[src/verilog/pwr_wake_pkg.sv]
// Constants and types for the power button and wake controller
// Summary of operation
// Short press from soft-off or sleep brings the system to working.
// Short press while working moves the system into the sleeping state.
// Press over six seconds while working or sleeping forces soft-off.
// Switch, alarm, network, PME and WAKE wake from S3, S4 and S5.
// USB activity wakes only from S3, never from S4 or S5.
// Infrared activity wakes from S3, S4 and S5.
// In S3, S4, S5 only wake logic stays powered; devices held in D3.
// Four states kept: S0 working, S3 RAM, S4 disk, S5 soft-off.
// Software power-off command removes power and enters soft-off.
// Closed intrusion switch means cover removed; report chassis opened.
// Switches debounced; presses between four and six seconds are ignored.
// PME wakes from S3, S4, S5 only when wake-on-PME is enabled.
package pwr_wake_pkg;
  localparam int unsigned CLK_HZ = 250_000_000;
  localparam int unsigned DEBOUNCE_MS = 20;
  localparam int unsigned SHORT_MS = 4000;
  localparam int unsigned LONG_MS = 6000;
  localparam int unsigned TICK_CYCLES = CLK_HZ / 1000;
  localparam int unsigned DEBOUNCE_TICKS = DEBOUNCE_MS;
  localparam int unsigned SHORT_TICKS = SHORT_MS;
  localparam int unsigned LONG_TICKS = LONG_MS;
  localparam int unsigned TICK_W = 18;
  localparam int unsigned HOLD_W = 13;
  localparam logic [1:0] SW_REQ_NONE = 2'h0;
  localparam logic [1:0] SW_REQ_S3 = 2'h1;
  localparam logic [1:0] SW_REQ_S4 = 2'h2;
  localparam logic [1:0] SW_REQ_OFF = 2'h3;

  typedef enum logic [1:0] {ST_S0, ST_S3, ST_S4, ST_S5} sleep_state_t;

  typedef struct packed {
    logic rtc_alarm;
    logic lan;
    logic usb;
    logic pme;
    logic pcie_wake;
    logic cir;
  } wake_src_t;
endpackage

[src/verilog/power_button_wake_control.sv]
// Power switch timing, sleep state control, wake gating and intrusion latch
`timescale 1ns/100ps
module power_button_wake_control
  import pwr_wake_pkg::*;
#(
  parameter int unsigned TICK_DIV = TICK_CYCLES
) (
  input wire logic core_clk,
  input wire logic nrst,
  input wire logic pwr_sw_n,
  input wire logic intrusion_closed,
  input wire wake_src_t wake_n,
  input wire logic wake_on_pme_en,
  input wire logic [1:0] sw_req,
  input wire logic sw_req_valid,
  input wire logic intrusion_clear,
  output logic main_power_on,
  output logic devices_d0,
  output logic [1:0] sleep_state,
  output logic chassis_opened
);
  // Two-flop synchronisers for all pin inputs
  logic [1:0] sw_sync_q;
  logic [1:0] int_sync_q;
  wake_src_t wake_s1_q;
  wake_src_t wake_s2_q;
  always_ff @(posedge core_clk or negedge nrst) begin
    if (!nrst) begin
      sw_sync_q <= 2'h0;
      int_sync_q <= 2'h0;
      wake_s1_q <= '0;
      wake_s2_q <= '0;
    end else begin
      sw_sync_q <= {sw_sync_q[0], ~pwr_sw_n};
      int_sync_q <= {int_sync_q[0], intrusion_closed};
      wake_s1_q <= ~wake_n;
      wake_s2_q <= wake_s1_q;
    end
  end

  // Millisecond tick enable
  logic [TICK_W-1:0] tick_cnt_q;
  logic tick_q;
  wire tick_wrap = (tick_cnt_q == TICK_W'(TICK_DIV - 1));
  always_ff @(posedge core_clk or negedge nrst) begin
    if (!nrst) begin
      tick_cnt_q <= '0;
      tick_q <= 1'b0;
    end else begin
      tick_cnt_q <= tick_wrap ? '0 : tick_cnt_q + 1'b1;
      tick_q <= tick_wrap;
    end
  end

  // Debounce: level must stay stable for the debounce time to be taken
  logic sw_db_q, int_db_q;
  logic [4:0] sw_db_cnt_q, int_db_cnt_q;
  wire sw_diff = sw_sync_q[1] != sw_db_q;
  wire int_diff = int_sync_q[1] != int_db_q;
  always_ff @(posedge core_clk or negedge nrst) begin
    if (!nrst) begin
      sw_db_q <= 1'b0;
      int_db_q <= 1'b0;
      sw_db_cnt_q <= '0;
      int_db_cnt_q <= '0;
    end else begin
      if (!sw_diff) sw_db_cnt_q <= '0;
      else if (tick_q) sw_db_cnt_q <= sw_db_cnt_q + 1'b1;
      if (sw_diff && tick_q && sw_db_cnt_q == 5'(DEBOUNCE_TICKS - 1)) sw_db_q <= ~sw_db_q;
      if (!int_diff) int_db_cnt_q <= '0;
      else if (tick_q) int_db_cnt_q <= int_db_cnt_q + 1'b1;
      if (int_diff && tick_q && int_db_cnt_q == 5'(DEBOUNCE_TICKS - 1)) int_db_q <= ~int_db_q;
    end
  end

  // Press duration; saturates at the long threshold
  logic [HOLD_W-1:0] hold_q;
  logic sw_prev_q;
  logic long_done_q;
  wire press_end = sw_prev_q && !sw_db_q;
  wire hold_long = hold_q >= HOLD_W'(LONG_TICKS);
  wire short_press = press_end && (hold_q < HOLD_W'(SHORT_TICKS));
  always_ff @(posedge core_clk or negedge nrst) begin
    if (!nrst) begin
      hold_q <= '0;
      sw_prev_q <= 1'b0;
    end else begin
      sw_prev_q <= sw_db_q;
      if (!sw_db_q) hold_q <= '0;
      else if (tick_q && !hold_long) hold_q <= hold_q + 1'b1;
    end
  end

  // Wake gating per sleep state
  sleep_state_t state_q, state_d;
  wire asleep = state_q != ST_S0;
  wire wake_any = wake_s2_q.rtc_alarm || wake_s2_q.lan || wake_s2_q.pcie_wake
               || (wake_s2_q.pme && wake_on_pme_en)
               || (wake_s2_q.usb && state_q == ST_S3)
               || wake_s2_q.cir;
  wire wake_hit = asleep && wake_any;
  wire sw_off = sw_req_valid && sw_req == SW_REQ_OFF;
  wire sw_s3 = sw_req_valid && sw_req == SW_REQ_S3;
  wire sw_s4 = sw_req_valid && sw_req == SW_REQ_S4;
  // A long hold forces off once; the release that follows is not a short press
  wire force_off = sw_db_q && hold_long && !long_done_q && state_q != ST_S5;

  always_comb begin
    state_d = state_q;
    unique case (state_q)
      ST_S0: begin
        if (force_off || sw_off) state_d = ST_S5;
        else if (short_press) state_d = ST_S3;
        else if (sw_s3) state_d = ST_S3;
        else if (sw_s4) state_d = ST_S4;
      end
      ST_S3, ST_S4: begin
        if (force_off) state_d = ST_S5;
        else if (short_press || wake_hit) state_d = ST_S0;
      end
      ST_S5: begin
        if (short_press || wake_hit) state_d = ST_S0;
      end
    endcase
  end

  always_ff @(posedge core_clk or negedge nrst) begin
    if (!nrst) begin
      state_q <= ST_S5;
      long_done_q <= 1'b0;
      main_power_on <= 1'b0;
      devices_d0 <= 1'b0;
      sleep_state <= 2'h3;
      chassis_opened <= 1'b0;
    end else begin
      state_q <= state_d;
      if (!sw_db_q) long_done_q <= 1'b0;
      else if (force_off || hold_long) long_done_q <= 1'b1;
      main_power_on <= state_d == ST_S0;
      devices_d0 <= state_d == ST_S0;
      sleep_state <= state_d;
      // Intrusion set wins over a clear in the same cycle
      if (int_db_q) chassis_opened <= 1'b1;
      else if (intrusion_clear) chassis_opened <= 1'b0;
    end
  end

  // A release after a long hold stays clear of the short press window
  wire long_release_ignored = press_end && long_done_q;

  a_power_follows_state: assert property (@(posedge core_clk) disable iff (!nrst)
    main_power_on == (sleep_state == 2'h0))
    else $error("main power does not follow working state");
  a_devices_follow: assert property (@(posedge core_clk) disable iff (!nrst)
    devices_d0 == main_power_on)
    else $error("devices not in D3 while asleep");
  a_short_wake: assert property (@(posedge core_clk) disable iff (!nrst)
    (short_press && asleep && !force_off) |=> state_q == ST_S0)
    else $error("short press did not wake");
  a_short_sleep: assert property (@(posedge core_clk) disable iff (!nrst)
    (short_press && state_q == ST_S0 && !sw_off) |=> state_q == ST_S3)
    else $error("short press did not sleep");
  a_long_off: assert property (@(posedge core_clk) disable iff (!nrst)
    force_off |=> state_q == ST_S5 && !main_power_on)
    else $error("long press did not force off");
  a_usb_s4_block: assert property (@(posedge core_clk) disable iff (!nrst)
    (state_q == ST_S4 && !short_press && !force_off && !wake_any) |=> state_q == ST_S4)
    else $error("S4 left without wake cause");
  a_pme_gated: assert property (@(posedge core_clk) disable iff (!nrst)
    (asleep && wake_s2_q.pme && wake_on_pme_en && !force_off) |=> state_q == ST_S0)
    else $error("enabled PME did not wake");
  a_sw_off: assert property (@(posedge core_clk) disable iff (!nrst)
    (state_q == ST_S0 && sw_off) |=> state_q == ST_S5 && !main_power_on)
    else $error("software off ignored");
  a_intrusion_set: assert property (@(posedge core_clk) disable iff (!nrst)
    int_db_q |=> chassis_opened)
    else $error("intrusion not reported");
  a_mid_ignored: assert property (@(posedge core_clk) disable iff (!nrst)
    (press_end && !short_press && !long_done_q && !sw_req_valid && !wake_hit)
      |=> $stable(state_q))
    else $error("mid-length press changed state");
  a_long_release: assert property (@(posedge core_clk) disable iff (!nrst)
    (long_release_ignored && !wake_hit && !sw_req_valid) |=> $stable(state_q))
    else $error("release after long hold acted");
endmodule

[config.mk]
export PLATFORM = sky130hd
export DESIGN_NAME = power_button_wake_control
export DESIGN_NICKNAME = d
export VERILOG_FILES = /design/src/verilog/pwr_wake_pkg.sv /design/src/verilog/power_button_wake_control.sv
export SDC_FILE = /design/constraint.sdc
export NUM_CORES = 1
export LEC_CHECK = 0
export ABC_CLOCK_PERIOD_IN_PS = 2610
export BUFFER_PORTS_ARGS = -buffer_cell sky130_fd_sc_hd__buf_4
export CORE_MARGIN = 4
export CORE_UTILIZATION = 40
export DETAILED_ROUTE_END_ITERATION = 8
export PLACE_DENSITY_LB_ADDON = 0.3
export SLEW_MARGIN = 20
export SYNTH_ARGS = -nofsm -noshare
export SYNTH_HDL_FRONTEND = slang
export SYNTH_SLANG_ARGS = --single-unit
export TNS_END_PERCENT = 50
[constraint.sdc]
create_clock -name core_clk -period 2.61 [get_ports core_clk]
set_clock_uncertainty 0.05 [all_clocks]
set_input_delay 0.261 -clock core_clk [delete_from_list [all_inputs] [get_ports core_clk]]
set_output_delay 0.261 -clock core_clk [all_outputs]
set_load 0.1 [all_outputs]
== Yosys cells after proc, flatten, opt, wreduce, memory -nomap -nowiden ==
Cells that the tools add are included.
Word-level totals
  flip-flop bits (word level): 66
Cells by class
  bitwise logic cells: 4
  reduce and logical (&&, ||, !) cells: 32
  multiplexer cells: 18
  equality and inequality tests: 16
  magnitude comparators: 2
  $add $sub $neg: 4
Operators by type and width (count)
  13-bit 2-to-1 mux: 2
  5-bit 2-to-1 mux: 4
  18-bit by 1-bit adder with 18-bit output, second input constant: 1
  18-bit == test, second input constant: 1
  18-bit 2-to-1 mux: 1
  1-bit logical AND: 16
  13-bit by 1-bit adder with 13-bit output, second input constant: 1
  13-bit >= comparator, second input constant: 1
  13-bit by 12-bit less-than comparator with 1-bit output, second input constant: 1
  2-bit 2-to-1 mux: 6
  5-bit by 1-bit adder with 5-bit output, second input constant: 2
  5-bit == test, second input constant: 2
  2-bit == test, second input constant: 4
  1-bit logical OR: 8
  2-bit != test, second input constant: 3
  6-bit NOT: 1
  2-bit case mux with 3 select lines: 1
  2-bit by 1-bit == test with 1-bit output, second input constant: 2
  2-bit zero test: 2
  1-bit 2-to-1 mux: 4
  2-bit by 1-bit != test with 1-bit output, second input constant: 2
  2-bit nonzero test: 2
  1-bit zero test: 3
  1-bit NOT: 3
  2 further kinds: 3

== Depth between registers and ports, before layout ==
Gate-level depths: netlist of the first run.
  word-level depth: 11
  mapped depth: 7

== Worst setup path after synthesis of the first run ==
No wires, ideal clock.
  path kind: flip-flop to flip-flop
  start: register state_q[1]
  end: register devices_d0
  setup time: 72 ps
  path slack: 504 ps
  data required time: 2488 ps
  stages on the path, launching flop included: 7
  data arrival time: 1984 ps
  buffers on the path: 0
  cells stage by stage: dfstp_2 -> inv_1 -> ha_1 -> or2_2 -> a41oi_1 -> o21ai_0 -> nor2_1
Between the ends
  word-level cells in the longest chain between the ends: 10
  elaborated cells on any way between the ends: 22
  those cells by class: 4 x eq/ne; 7 x mux; 11 x reduce/logical
RTL lines
  start, declared: line power_button_wake_control.sv:95  | sleep_state_t state_q, state_d;
  start signal, assigned: line power_button_wake_control.sv:136  | state_q <= state_d;
  2-bit by 1-bit == test with 1-bit output: line power_button_wake_control.sv:99, power_button_wake_control.sv:110
  1-bit logical AND: line power_button_wake_control.sv:99  | || (wake_s2_q.usb && state_q == ST_S3)
  1-bit logical OR: line power_button_wake_control.sv:99
  1-bit logical OR: line power_button_wake_control.sv:100  | || wake_s2_q.cir;
  1-bit logical AND: line power_button_wake_control.sv:101  | wire wake_hit = asleep && wake_any;
  1-bit logical OR: line power_button_wake_control.sv:119, power_button_wake_control.sv:122
  2-bit 2-to-1 mux: line power_button_wake_control.sv:119, power_button_wake_control.sv:122
  2-bit 2-to-1 mux: line power_button_wake_control.sv:118  | if (force_off) state_d = ST_S5;
  2-bit case mux with 3 select lines *: line power_button_wake_control.sv:110  | unique case (state_q)
  named net state_d[0]: line power_button_wake_control.sv:95
  2-bit zero test *: line power_button_wake_control.sv:140  | devices_d0 <= state_d == ST_S0;
  end signal, assigned: line power_button_wake_control.sv:132  | devices_d0 <= 1'b0;
  end signal, assigned: line power_button_wake_control.sv:140
  end, declared: line power_button_wake_control.sv:18  | output logic devices_d0,
The timed path passes the listed nets; every way through them passes the cells marked *.
A chain may end at the register's enable or synchronous reset.

== Worst setup path in the final report of the first run ==
  start: register tick_q
  end: register hold_q[9]
Between the ends
  word-level cells in the longest chain between the ends: 2
RTL lines
  start, declared: line power_button_wake_control.sv:43  | logic tick_q;
  start signal, assigned: line power_button_wake_control.sv:51  | tick_q <= tick_wrap;
  1-bit logical AND: line power_button_wake_control.sv:90  | else if (tick_q && !hold_long) hold_q <= hold_q + 1'b1;
  2-bit by 1-bit != test with 1-bit output (no source line)
  end signal, assigned: line power_button_wake_control.sv:90
  end, declared: line power_button_wake_control.sv:77  | logic [HOLD_W-1:0] hold_q;
No other way between the ends.

==> results.py, run 1 <==
metrics = {
    "yosys": {
        "synth_flop_cell": "dfrtp_1",
        "yosysSeqAreaShare": 0.557,
        "synthesis.area_um2": 2970,
        "synthArstFlopShare": 1.00,
        "synthDistinctLibCells": 45,
        "synthCells": 263,
        "synth_enable_flop_cells": 0,
        "synth.avg_cell_area_um2": 11.3,
        "syn_nets": 287,
        "ys.warnings.count": 0,
        "synth-seq-cells": 66,
    },
    "die": {
        "dieHeight_um": 94.2,
        "ios": 20,
        "die_w_um": 94.2,
        "dieArea_um2": 8870,
        "row_count": 31,
        "start_util": 0.410,
        "core_um2": 7250,
    },
    "pwr": {
        "vdd_drop_max_v": 0.000307,
        "seq_power_share": 0.446,
        "power_mw": 2.46,
        "power.leakage_nw": 1.65,
        "power_per_cell_area_nw_per_um2": 699,
        "intPower_mw": 1.66,
        "switching_share": 0.324,
        "comb_power_share": 0.207,
        "p_sw_mw": 0.797,
        "clkPwrFrac": 0.347,
    },
    "grt": {
        "grt_pass1_wl_mm": 8.62,
        "first_global_vias": 1966,
        "globalRoute.totalOverflow": 0,
        "grt_max_degree": 67,
        "grtUsageTotal": 0.126,
        "antenna_found_initial": 0,
    },
    "place": {
        "port_buffers": 19,
        "place.gp.congestion": 0.733,
        "dp.cells": 378,
        "dpl.hpwl_mm": 3.31,
    },
    "setup_path": {
        "critical_path_arrival_ns": 2.10,
        "required_ns": 2.82,
        "r2r_slack_ns": 0.72,
        "worstSetupPathType": "flip-flop to flip-flop",
        "worstSetupEndpointType": "flip-flop",
        "crit_path_max_fanout": 11,
        "startpoint_type": "flip-flop",
    },
    "clock_network": {
        "cts_tree": "yes",
        "clock_sinks": 66,
        "cts_resized": 0,
        "htreeDepth": 3,
        "root_buffer": "clkbuf_8",
        "cts_buffers": 9,
        "cts.path.max_buffers": 2,
        "postCtsSetupBuffers": 0,
        "worstSkewPairLatency_ns": 0.35,
        "path_clk_slew_ns": 0.08,
    },
    "sta": {
        "rsz0062_at_grt": "false",
        "setup_viol_count_final": 0,
        "worstMarginPinSlew_ns": 0.807,
        "max_freq_ghz": 0.530,
        "slew_headroom": 0.462,
        "final_max_slew_viol_count": 0,
        "timing.final.crit_share": 0.722,
        "whs_ns": 0.139,
        "tns_ns": 0,
        "hold_viol_final": 0,
        "period_minus_slack_ns": 1.89,
    },
    "route": {
        "drtAntennaViolNets": 0,
        "drc_errors": 0,
        "drt_iter0_markers": 72,
        "vias": 1958,
        "wire_per_inst_um": 12.0,
        "first_pass_iters": 4,
        "vias_per_cell": 4.86,
        "routed_wl_mm": 4.82,
    },
    "final_layout": {
        "drive_gt1_frac": 0.178,
        "fin_util": 0.485,
        "nets": 323,
        "layout.cells.non_filler": 403,
        "syn2layout_area_growth_pct": 18.4,
        "antennaDiodeCount": 0,
    },
    "outcome": {
        "status": "completed",
    },
    "min_path": {
        "hold_class": "input pin to flip-flop",
    },
    "job": {
        "cap_violations": 0,
    },
}
==> Yosys cell counts (all sizes together), types with 2 or more instances <==
| master | instances | area share |
|---|---|---|
| o21ai | 7 | 0.014 |
| nor4b | 3 | 0.014 |
| nor2 | 29 | 0.037 |
| dfstp | 2 | 0.018 |
| o211ai | 2 | 0.0051 |
| mux2 | 2 | 0.0076 |
| nand3 | 10 | 0.017 |
| nand2 | 19 | 0.024 |
| xor2 | 20 | 0.059 |
| and2 | 9 | 0.019 |
| clkbuf | 2 | 0.0025 |
| buf | 2 | 0.0042 |
| nor3 | 7 | 0.017 |
| and3 | 3 | 0.0063 |
| dfrtp | 64 | 0.54 |
| inv | 15 | 0.019 |
| xnor2 | 11 | 0.032 |
| or3 | 2 | 0.0042 |
| nor2b | 2 | 0.0042 |
| ha | 9 | 0.038 |
| nor4 | 6 | 0.021 |
| a21o | 3 | 0.0076 |
| nand4 | 13 | 0.027 |
| mux2i | 4 | 0.013 |
| a21boi | 4 | 0.010 |
==> cells in the final DEF, fill, tap and decap left out, types with 9 or more instances in the layout <==
cell type / synthesis / routed
dfrtp_1: 64 / 64
nor2_1: 29 / 29
xor2_1: 20 / 20
buf_4: 1 / 20
nand2_1: 19 / 19
inv_1: 15 / 15
nand4_1: 13 / 13
xnor2_1: 11 / 11
nand3_1: 10 / 10
and2_1: 9 / 9
ha_1: 9 / 9
clkbuf_8: 0 / 9
dlygate4sd3_1: 0 / 9
==> registers in the layout, summed over array words and instances, names as in the netlist <==
register,count
chassis_opened,1
devices_d0,1
hold_q,13
int_db_cnt_q,5
int_db_q,1
int_sync_q,2
long_done_q,1
state_q,2
sw_db_cnt_q,5
sw_db_q,1
sw_prev_q,1
sw_sync_q,2
tick_cnt_q,18
tick_q,1
wake_s1_q,6
wake_s2_q,6
==> final timing paths <==
path	start	to	cells past startpoint
min	intrusion_clear	chassis_opened	3
max	tick_q	hold_q[9]	4
min in group asynchronous	nrst	hold_q[6]	2
min reg2reg	wake_s1_q[5]	wake_s2_q[5]	0
max reg2reg	tick_q	hold_q[9]	4
max in group asynchronous	nrst	sw_sync_q[1]	2
==> routing by layer <==
metal | global-route usage | vias up | wire length (µm)
met5 | 0 | - | 0
met4 | 0.0614 | 0 | 92
met3 | 0.0361 | 8 | 180
met2 | 0.195 | 25 | 2250
met1 | 0.160 | 952 | 2300
li1 | - | 973 | -
==> area by class of cell <==
type | instances | area [µm²]
Fill cell | 661 | 3740
Sequential cell | 66 | 1650
Multi-Input combinational cell | 178 | 1240
Timing Repair Buffer | 29 | 240
Clock buffer | 9 | 124
Tap cell | 99 | 124
Clock inverter | 7 | 78.8
Inverter | 15 | 56.3
==> power by group through the flow <==
stage               Clock, mW  Sequential [mW]  Combinational (mW)
CTS                     0.885             1.10               0.513
global route            0.926             1.10               0.545
detailed placement          0             1.12               0.503
global placement            0             1.12               0.500
floorplan                   0             1.29               0.222
finish                  0.854             1.10               0.508
==> metrics by stage <==
step	worst slack, ns	instance area [µm²]
after CTS	0.708	3510
after global placement	0.791	3220
final	0.725	3520
after global routing	0.591	3520
after floorplan	0.504	2970
after detailed placement	0.753	3220
==> cell families (layout without fill, tap and decap cells) <==
logic type,Yosys count,count (layout),synth area share
xor+xnor,31,31,0.0914
buf+inv,19,60,0.0257
mux,6,6,0.0211
flops,66,66,0.557
fa+ha+maj,9,9,0.0379
simple gates,108,108,0.206
compound gates,24,24,0.0615
==> critical path, stage by stage, from the launching register on <==
cell	delay (ns)
dfrtp_1	0.60
a21boi_1	0.32
o2111ai_2	0.26
or3_1	0.40
a21boi_1	0.16
==> repair_timing <==
item                                   in CTS  in global routing
setup endpoints to repair                   0                  0
hold buffers                                8                  1
endpoints found under the hold margin      71                  1
No activity file was read; power rests on OpenSTA's default activity.
==> inputs of run 2 (changes only) <==
--- a/config.mk
+++ b/config.mk
@@ -5,7 +5,7 @@
 export SDC_FILE = /design/constraint.sdc
 export NUM_CORES = 1
 export LEC_CHECK = 0
-export ABC_CLOCK_PERIOD_IN_PS = 2610
+export ABC_CLOCK_PERIOD_IN_PS = 2000
 export BUFFER_PORTS_ARGS = -buffer_cell sky130_fd_sc_hd__buf_4
 export CORE_MARGIN = 4
 export CORE_UTILIZATION = 40
==> constraint.sdc (replaced) <==
create_clock -name core_clk -period 2 [get_ports core_clk]
set_clock_uncertainty 0.05 [all_clocks]
set_input_delay 0.2 -clock core_clk [delete_from_list [all_inputs] [get_ports core_clk]]
set_output_delay 0.2 -clock core_clk [all_outputs]
set_load 0.1 [all_outputs]
==> results.py, run 2 (synthesis results as in run 1) <==
metrics = {
    "outcome": {
        "status": "completed",
    },
    "place": {
        "port_buffers": 19,
        "place.gp.congestion": 0.748,
        "dpl.hpwl_mm": 3.13,
    },
    "pwr": {
        "power_mw": 3.44,
        "vdd_drop_max_v": 0.000405,
        "power_per_cell_area_nw_per_um2": 960,
        "power.leakage_nw": 1.68,
    },
    "die": {
        "dieArea_um2": 8870,
        "row_count": 31,
        "start_util": 0.410,
        "dieHeight_um": 94.2,
        "core_um2": 7250,
        "ios": 20,
        "die_w_um": 94.2,
    },
    "route": {
        "drtAntennaViolNets": 0,
        "drt_iter0_markers": 77,
        "first_pass_iters": 3,
        "vias": 1933,
        "drc_errors": 0,
        "wire_per_inst_um": 11.8,
        "routed_wl_mm": 4.78,
        "vias_per_cell": 4.76,
    },
    "sta": {
        "rsz0062_at_grt": "false",
        "setup_viol_count_final": 0,
        "timing.final.crit_share": 0.903,
        "final_max_slew_viol_count": 0,
        "worstMarginPinSlew_ns": 0.796,
        "slew_headroom": 0.469,
        "max_freq_ghz": 0.554,
        "period_minus_slack_ns": 1.81,
        "hold_viol_final": 0,
        "tns_ns": 0,
    },
    "min_path": {
        "min_path_cells": 3,
        "hold_class": "input pin to flip-flop",
        "hold_start": "intrusion_clear",
        "hold-path-endpoint": "chassis_opened",
    },
    "clock_network": {
        "clock_sinks": 66,
        "htreeDepth": 3,
        "root_buffer": "clkbuf_8",
        "postCtsSetupBuffers": 0,
        "path_clk_slew_ns": 0.07,
        "worstSkewPairLatency_ns": 0.34,
        "cts_buffers": 9,
        "cts.path.max_buffers": 2,
        "cts_tree": "yes",
    },
    "grt": {
        "grt_pass1_wl_mm": 8.21,
        "first_global_vias": 1864,
        "grt_max_degree": 67,
        "globalRoute.totalOverflow": 0,
        "antenna_found_initial": 0,
        "grtUsageTotal": 0.120,
    },
    "setup_path": {
        "worstSetupEndpointType": "flip-flop",
        "crit_path_max_fanout": 6,
        "worstRegToRegCells": 6,
        "r2r_slack_ns": 0.19,
        "worstSetupPathType": "flip-flop to flip-flop",
        "required_ns": 2.22,
        "r2r_start": "state_q[0]",
        "startpoint_type": "flip-flop",
        "r2r_end": "devices_d0",
        "critical_path_arrival_ns": 2.02,
    },
    "final_layout": {
        "reg.largest.list": "tick_cnt_q x18, hold_q x13",
        "fin_util": 0.495,
        "layout_common_cells": "dfrtp_1 (64), nor2_1 (29), buf_4 (23)",
        "max_flop_register": "tick_cnt_q",
        "nets": 326,
        "antennaDiodeCount": 0,
        "syn2layout_area_growth_pct": 20.8,
        "largest_reg_flops": 18,
        "final_common_cell": "dfrtp_1",
        "drive_gt1_frac": 0.182,
    },
    "job": {
        "cap_violations": 0,
    },
}
-- run 2: cell count changes in the layout (fill, tap and decap cells not counted), sizes merged --
cell	delta
buf	+3
bufinv	+2
clkbuf	+1
clkinv	-3
clkinvlp	+1
inv	-1
-- run 2: where the power goes --
part           switching (mW)  internal, mW
combinational           0.473         0.184
sequential             0.0321          1.41
clock                   0.510         0.832
total                    1.02          2.43
-- run 2: per-stage QoR --
stage | instances | area (µm²) | hold WS (ns) | setup slack (ns)
2_1_floorplan | 263 | 2980 | -0.146 | 0.0233
3_3_place_gp | 381 | 3250 | 0.261 | 0.214
3_5_place_dp | 381 | 3250 | 0.260 | 0.190
4_1_cts | 406 | 3590 | 0.0514 | 0.173
5_1_grt | 406 | 3590 | 0.0669 | 0.0479
6_report | 406 | 3590 | 0.0746 | 0.195
-- run 2: final cells by class --
cell class | count | area (µm²)
clock buffers | 10 | 128
clock inverters | 6 | 115
multi-input cells | 178 | 1240
fillers | 651 | 3670
repair buffers | 32 | 263
flip-flops and latches | 66 | 1660
inverters | 15 | 56.3
well taps | 99 | 124
-- run 2: repair_timing --
| action | CTS | global route |
|---|---|---|
| hold endpoints to repair | 72 | 0 |
| gates resized for setup | 0 | 0 |
| endpoints found under the setup margin | 0 | 0 |
| hold buffers | 9 | 0 |
-- run 2: worst max-delay path by stage --
stage | startpoint | slack, ns | cells past startpoint | end
6_report | state_q[0] | 0.19 | 6 | devices_d0
3_5_place_dp | state_q[0] | 0.19 | 6 | devices_d0
3_3_place_gp | state_q[0] | 0.21 | 6 | devices_d0
2_1_floorplan | state_q[1] | 0.02 | 6 | devices_d0
5_1_grt | state_q[1] | 0.05 | 6 | devices_d0
4_1_cts | state_q[0] | 0.17 | 6 | devices_d0
-- run 2: per-layer routing --
metal  track usage  wire, µm  part of all wire
met1         0.150      2280              0.48
met2         0.184      2240              0.47
met3        0.0313       154             0.032
met4        0.0758       108             0.023
met5             0         0                 0
-- run 2: critical path, stage by stage, from the launching register on --
cell     delay (ns)
dfstp_4        0.64
inv_1          0.06
ha_1           0.29
or2_2          0.28
a41oi_1        0.17
o21ai_0        0.13
nor2_1         0.11
==> inputs of run 3 (changes only) <==
--- a/config.mk
+++ b/config.mk
@@ -5,7 +5,7 @@
 export SDC_FILE = /design/constraint.sdc
 export NUM_CORES = 1
 export LEC_CHECK = 0
-export ABC_CLOCK_PERIOD_IN_PS = 2000
+export ABC_CLOCK_PERIOD_IN_PS = 1800
 export BUFFER_PORTS_ARGS = -buffer_cell sky130_fd_sc_hd__buf_4
 export CORE_MARGIN = 4
 export CORE_UTILIZATION = 40
==> constraint.sdc (replaced) <==
create_clock -name core_clk -period 1.8 [get_ports core_clk]
set_clock_uncertainty 0.05 [all_clocks]
set_input_delay 0.18 -clock core_clk [delete_from_list [all_inputs] [get_ports core_clk]]
set_output_delay 0.18 -clock core_clk [all_outputs]
set_load 0.1 [all_outputs]
==> results.py, run 3 (synthesis results as in run 1) <==
metrics = {
    "sta": {
        "slew_headroom": 0.703,
        "worstMarginPinSlew_ns": 0.446,
        "hold_viol_final": 0,
        "setup_viol_count_final": 0,
        "max_freq_ghz": 0.579,
        "period_minus_slack_ns": 1.73,
        "final_max_slew_viol_count": 0,
        "tns_ns": 0,
        "timing.final.crit_share": 0.960,
    },
    "die": {
        "die_w_um": 94.2,
        "dieHeight_um": 94.2,
        "core_um2": 7250,
        "dieArea_um2": 8870,
        "ios": 20,
        "start_util": 0.410,
        "row_count": 31,
    },
    "pwr": {
        "power_per_cell_area_nw_per_um2": 1030,
        "power.leakage_nw": 1.75,
        "vdd_drop_max_v": 0.000446,
    },
    "grt": {
        "antenna_found_initial": 0,
        "globalRoute.totalOverflow": 0,
        "grtUsageTotal": 0.125,
        "grt_max_degree": 35,
        "first_global_vias": 1944,
        "grt_pass1_wl_mm": 8.60,
    },
    "clock_network": {
        "cts_tree": "yes",
        "path_clk_slew_ns": 0.08,
        "cts_buffers": 9,
        "htreeDepth": 3,
        "cts.path.max_buffers": 2,
        "worstSkewPairLatency_ns": 0.34,
        "clock_sinks": 66,
        "root_buffer": "clkbuf_8",
    },
    "min_path": {
        "hold_class": "input pin to flip-flop",
    },
    "final_layout": {
        "layout_common_cells": "dfrtp_1 (63), buf_4 (31), nor2_1 (29)",
        "finalInstanceArea_um2": 3700,
        "antennaDiodeCount": 0,
        "nets": 335,
        "syn2layout_area_growth_pct": 24.4,
        "drive_gt1_frac": 0.225,
        "reg.largest.list": "tick_cnt_q x18, hold_q x13",
        "fin_util": 0.510,
        "max_flop_register": "tick_cnt_q",
        "largest_reg_flops": 18,
        "final_common_cell": "dfrtp_1",
    },
    "route": {
        "first_pass_iters": 4,
        "drc_errors": 0,
        "drtAntennaViolNets": 0,
        "wire_per_inst_um": 12.2,
        "routed_wl_mm": 5.05,
        "vias_per_cell": 4.80,
        "drt_iter0_markers": 94,
        "vias": 1988,
    },
    "setup_path": {
        "startpoint_type": "flip-flop",
        "worstSetupPathType": "flip-flop to flip-flop",
        "required_ns": 1.98,
        "worstSetupEndpointType": "flip-flop",
        "critical_path_arrival_ns": 1.91,
        "crit_path_max_fanout": 6,
    },
    "outcome": {
        "status": "completed",
    },
    "place": {
        "dpl_cell_area_um2": 3340,
        "dpl.hpwl_mm": 3.41,
        "port_buffers": 19,
        "place.gp.congestion": 0.764,
    },
    "job": {
        "cap_violations": 0,
    },
}
==> run 3: changes by cell type in the layout (fill, tap and decap cells not counted), sizes merged <==
cell,change
buf,+9
clkbuf,-1
bufinv,-1
clkinvlp,+1
==> run 3: path summary, 6_finish.rpt <==
check	slack [ns]	end	cells after the start	startpoint
max	0.07	devices_d0	6	state_q[0]
min	0.06	chassis_opened	3	intrusion_clear
max reg2reg	0.07	devices_d0	6	state_q[0]
min reg2reg	0.30	wake_s2_q[0]	0	wake_s1_q[0]
max in group asynchronous	0.84	state_q[0]	3	nrst
min in group asynchronous	0.27	int_sync_q[0]	2	nrst
==> run 3: power breakdown <==
group | switching (mW) | leakage [nW] | internal [mW]
combinational | 0.556 | 0.784 | 0.265
clock | 0.578 | 0.102 | 0.776
sequential | 0.0501 | 0.861 | 1.57
total | 1.18 | 1.75 | 2.61
==> run 3: final cells by class <==
cell class              instances  area, µm²
clock buffers                   9        124
fillers                       649       3560
repair buffers                 41        343
multi-input cells             178       1290
well taps                      99        124
inverters                      15       61.3
flip-flops and latches         66       1660
clock inverters                 6       92.6
==> run 3: routing by layer <==
layer / vias up / part of all wire / global-route usage
met5: - / 0 / 0
met4: 0 / 0.013 / 0.0397
met3: 8 / 0.043 / 0.0513
met2: 27 / 0.47 / 0.194
met1: 962 / 0.47 / 0.158
li1: 991 / - / -
==> run 3: repair_timing <==
| action | 4_1_cts | 5_1_grt |
|---|---|---|
| hold buffers | 9 | 0 |
| setup buffers | 0 | 2 |
| endpoints found under the hold margin | 41 | 0 |
| resized for setup | 0 | 5 |
| setup endpoints to repair | 0 | 3 |
==> run 3: stage by stage <==
| step | hold WS, ns | power (mW) | worst slack (ns) | std cells |
|---|---|---|---|---|
| 6_report | 0.0565 | 3.79 | 0.0721 | 414 |
| 5_1_grt | 0.0497 | 3.96 | -0.0259 | 414 |
| 4_1_cts | 0.0376 | 3.82 | 0.0579 | 412 |
| 3_5_place_dp | 0.112 | 2.43 | 0.0721 | 388 |
| 3_3_place_gp | 0.108 | 2.42 | 0.102 | 388 |
| 2_1_floorplan | -0.166 | 2.27 | -0.0376 | 263 |
==> run 3: critical path, stage by stage (launching register included) <==
cell      delay [ns]
dfstp_4         0.66
inv_4           0.05
ha_1            0.24
a21boi_0        0.16
and3_1          0.20
o21ai_1         0.18
nor2_1          0.07
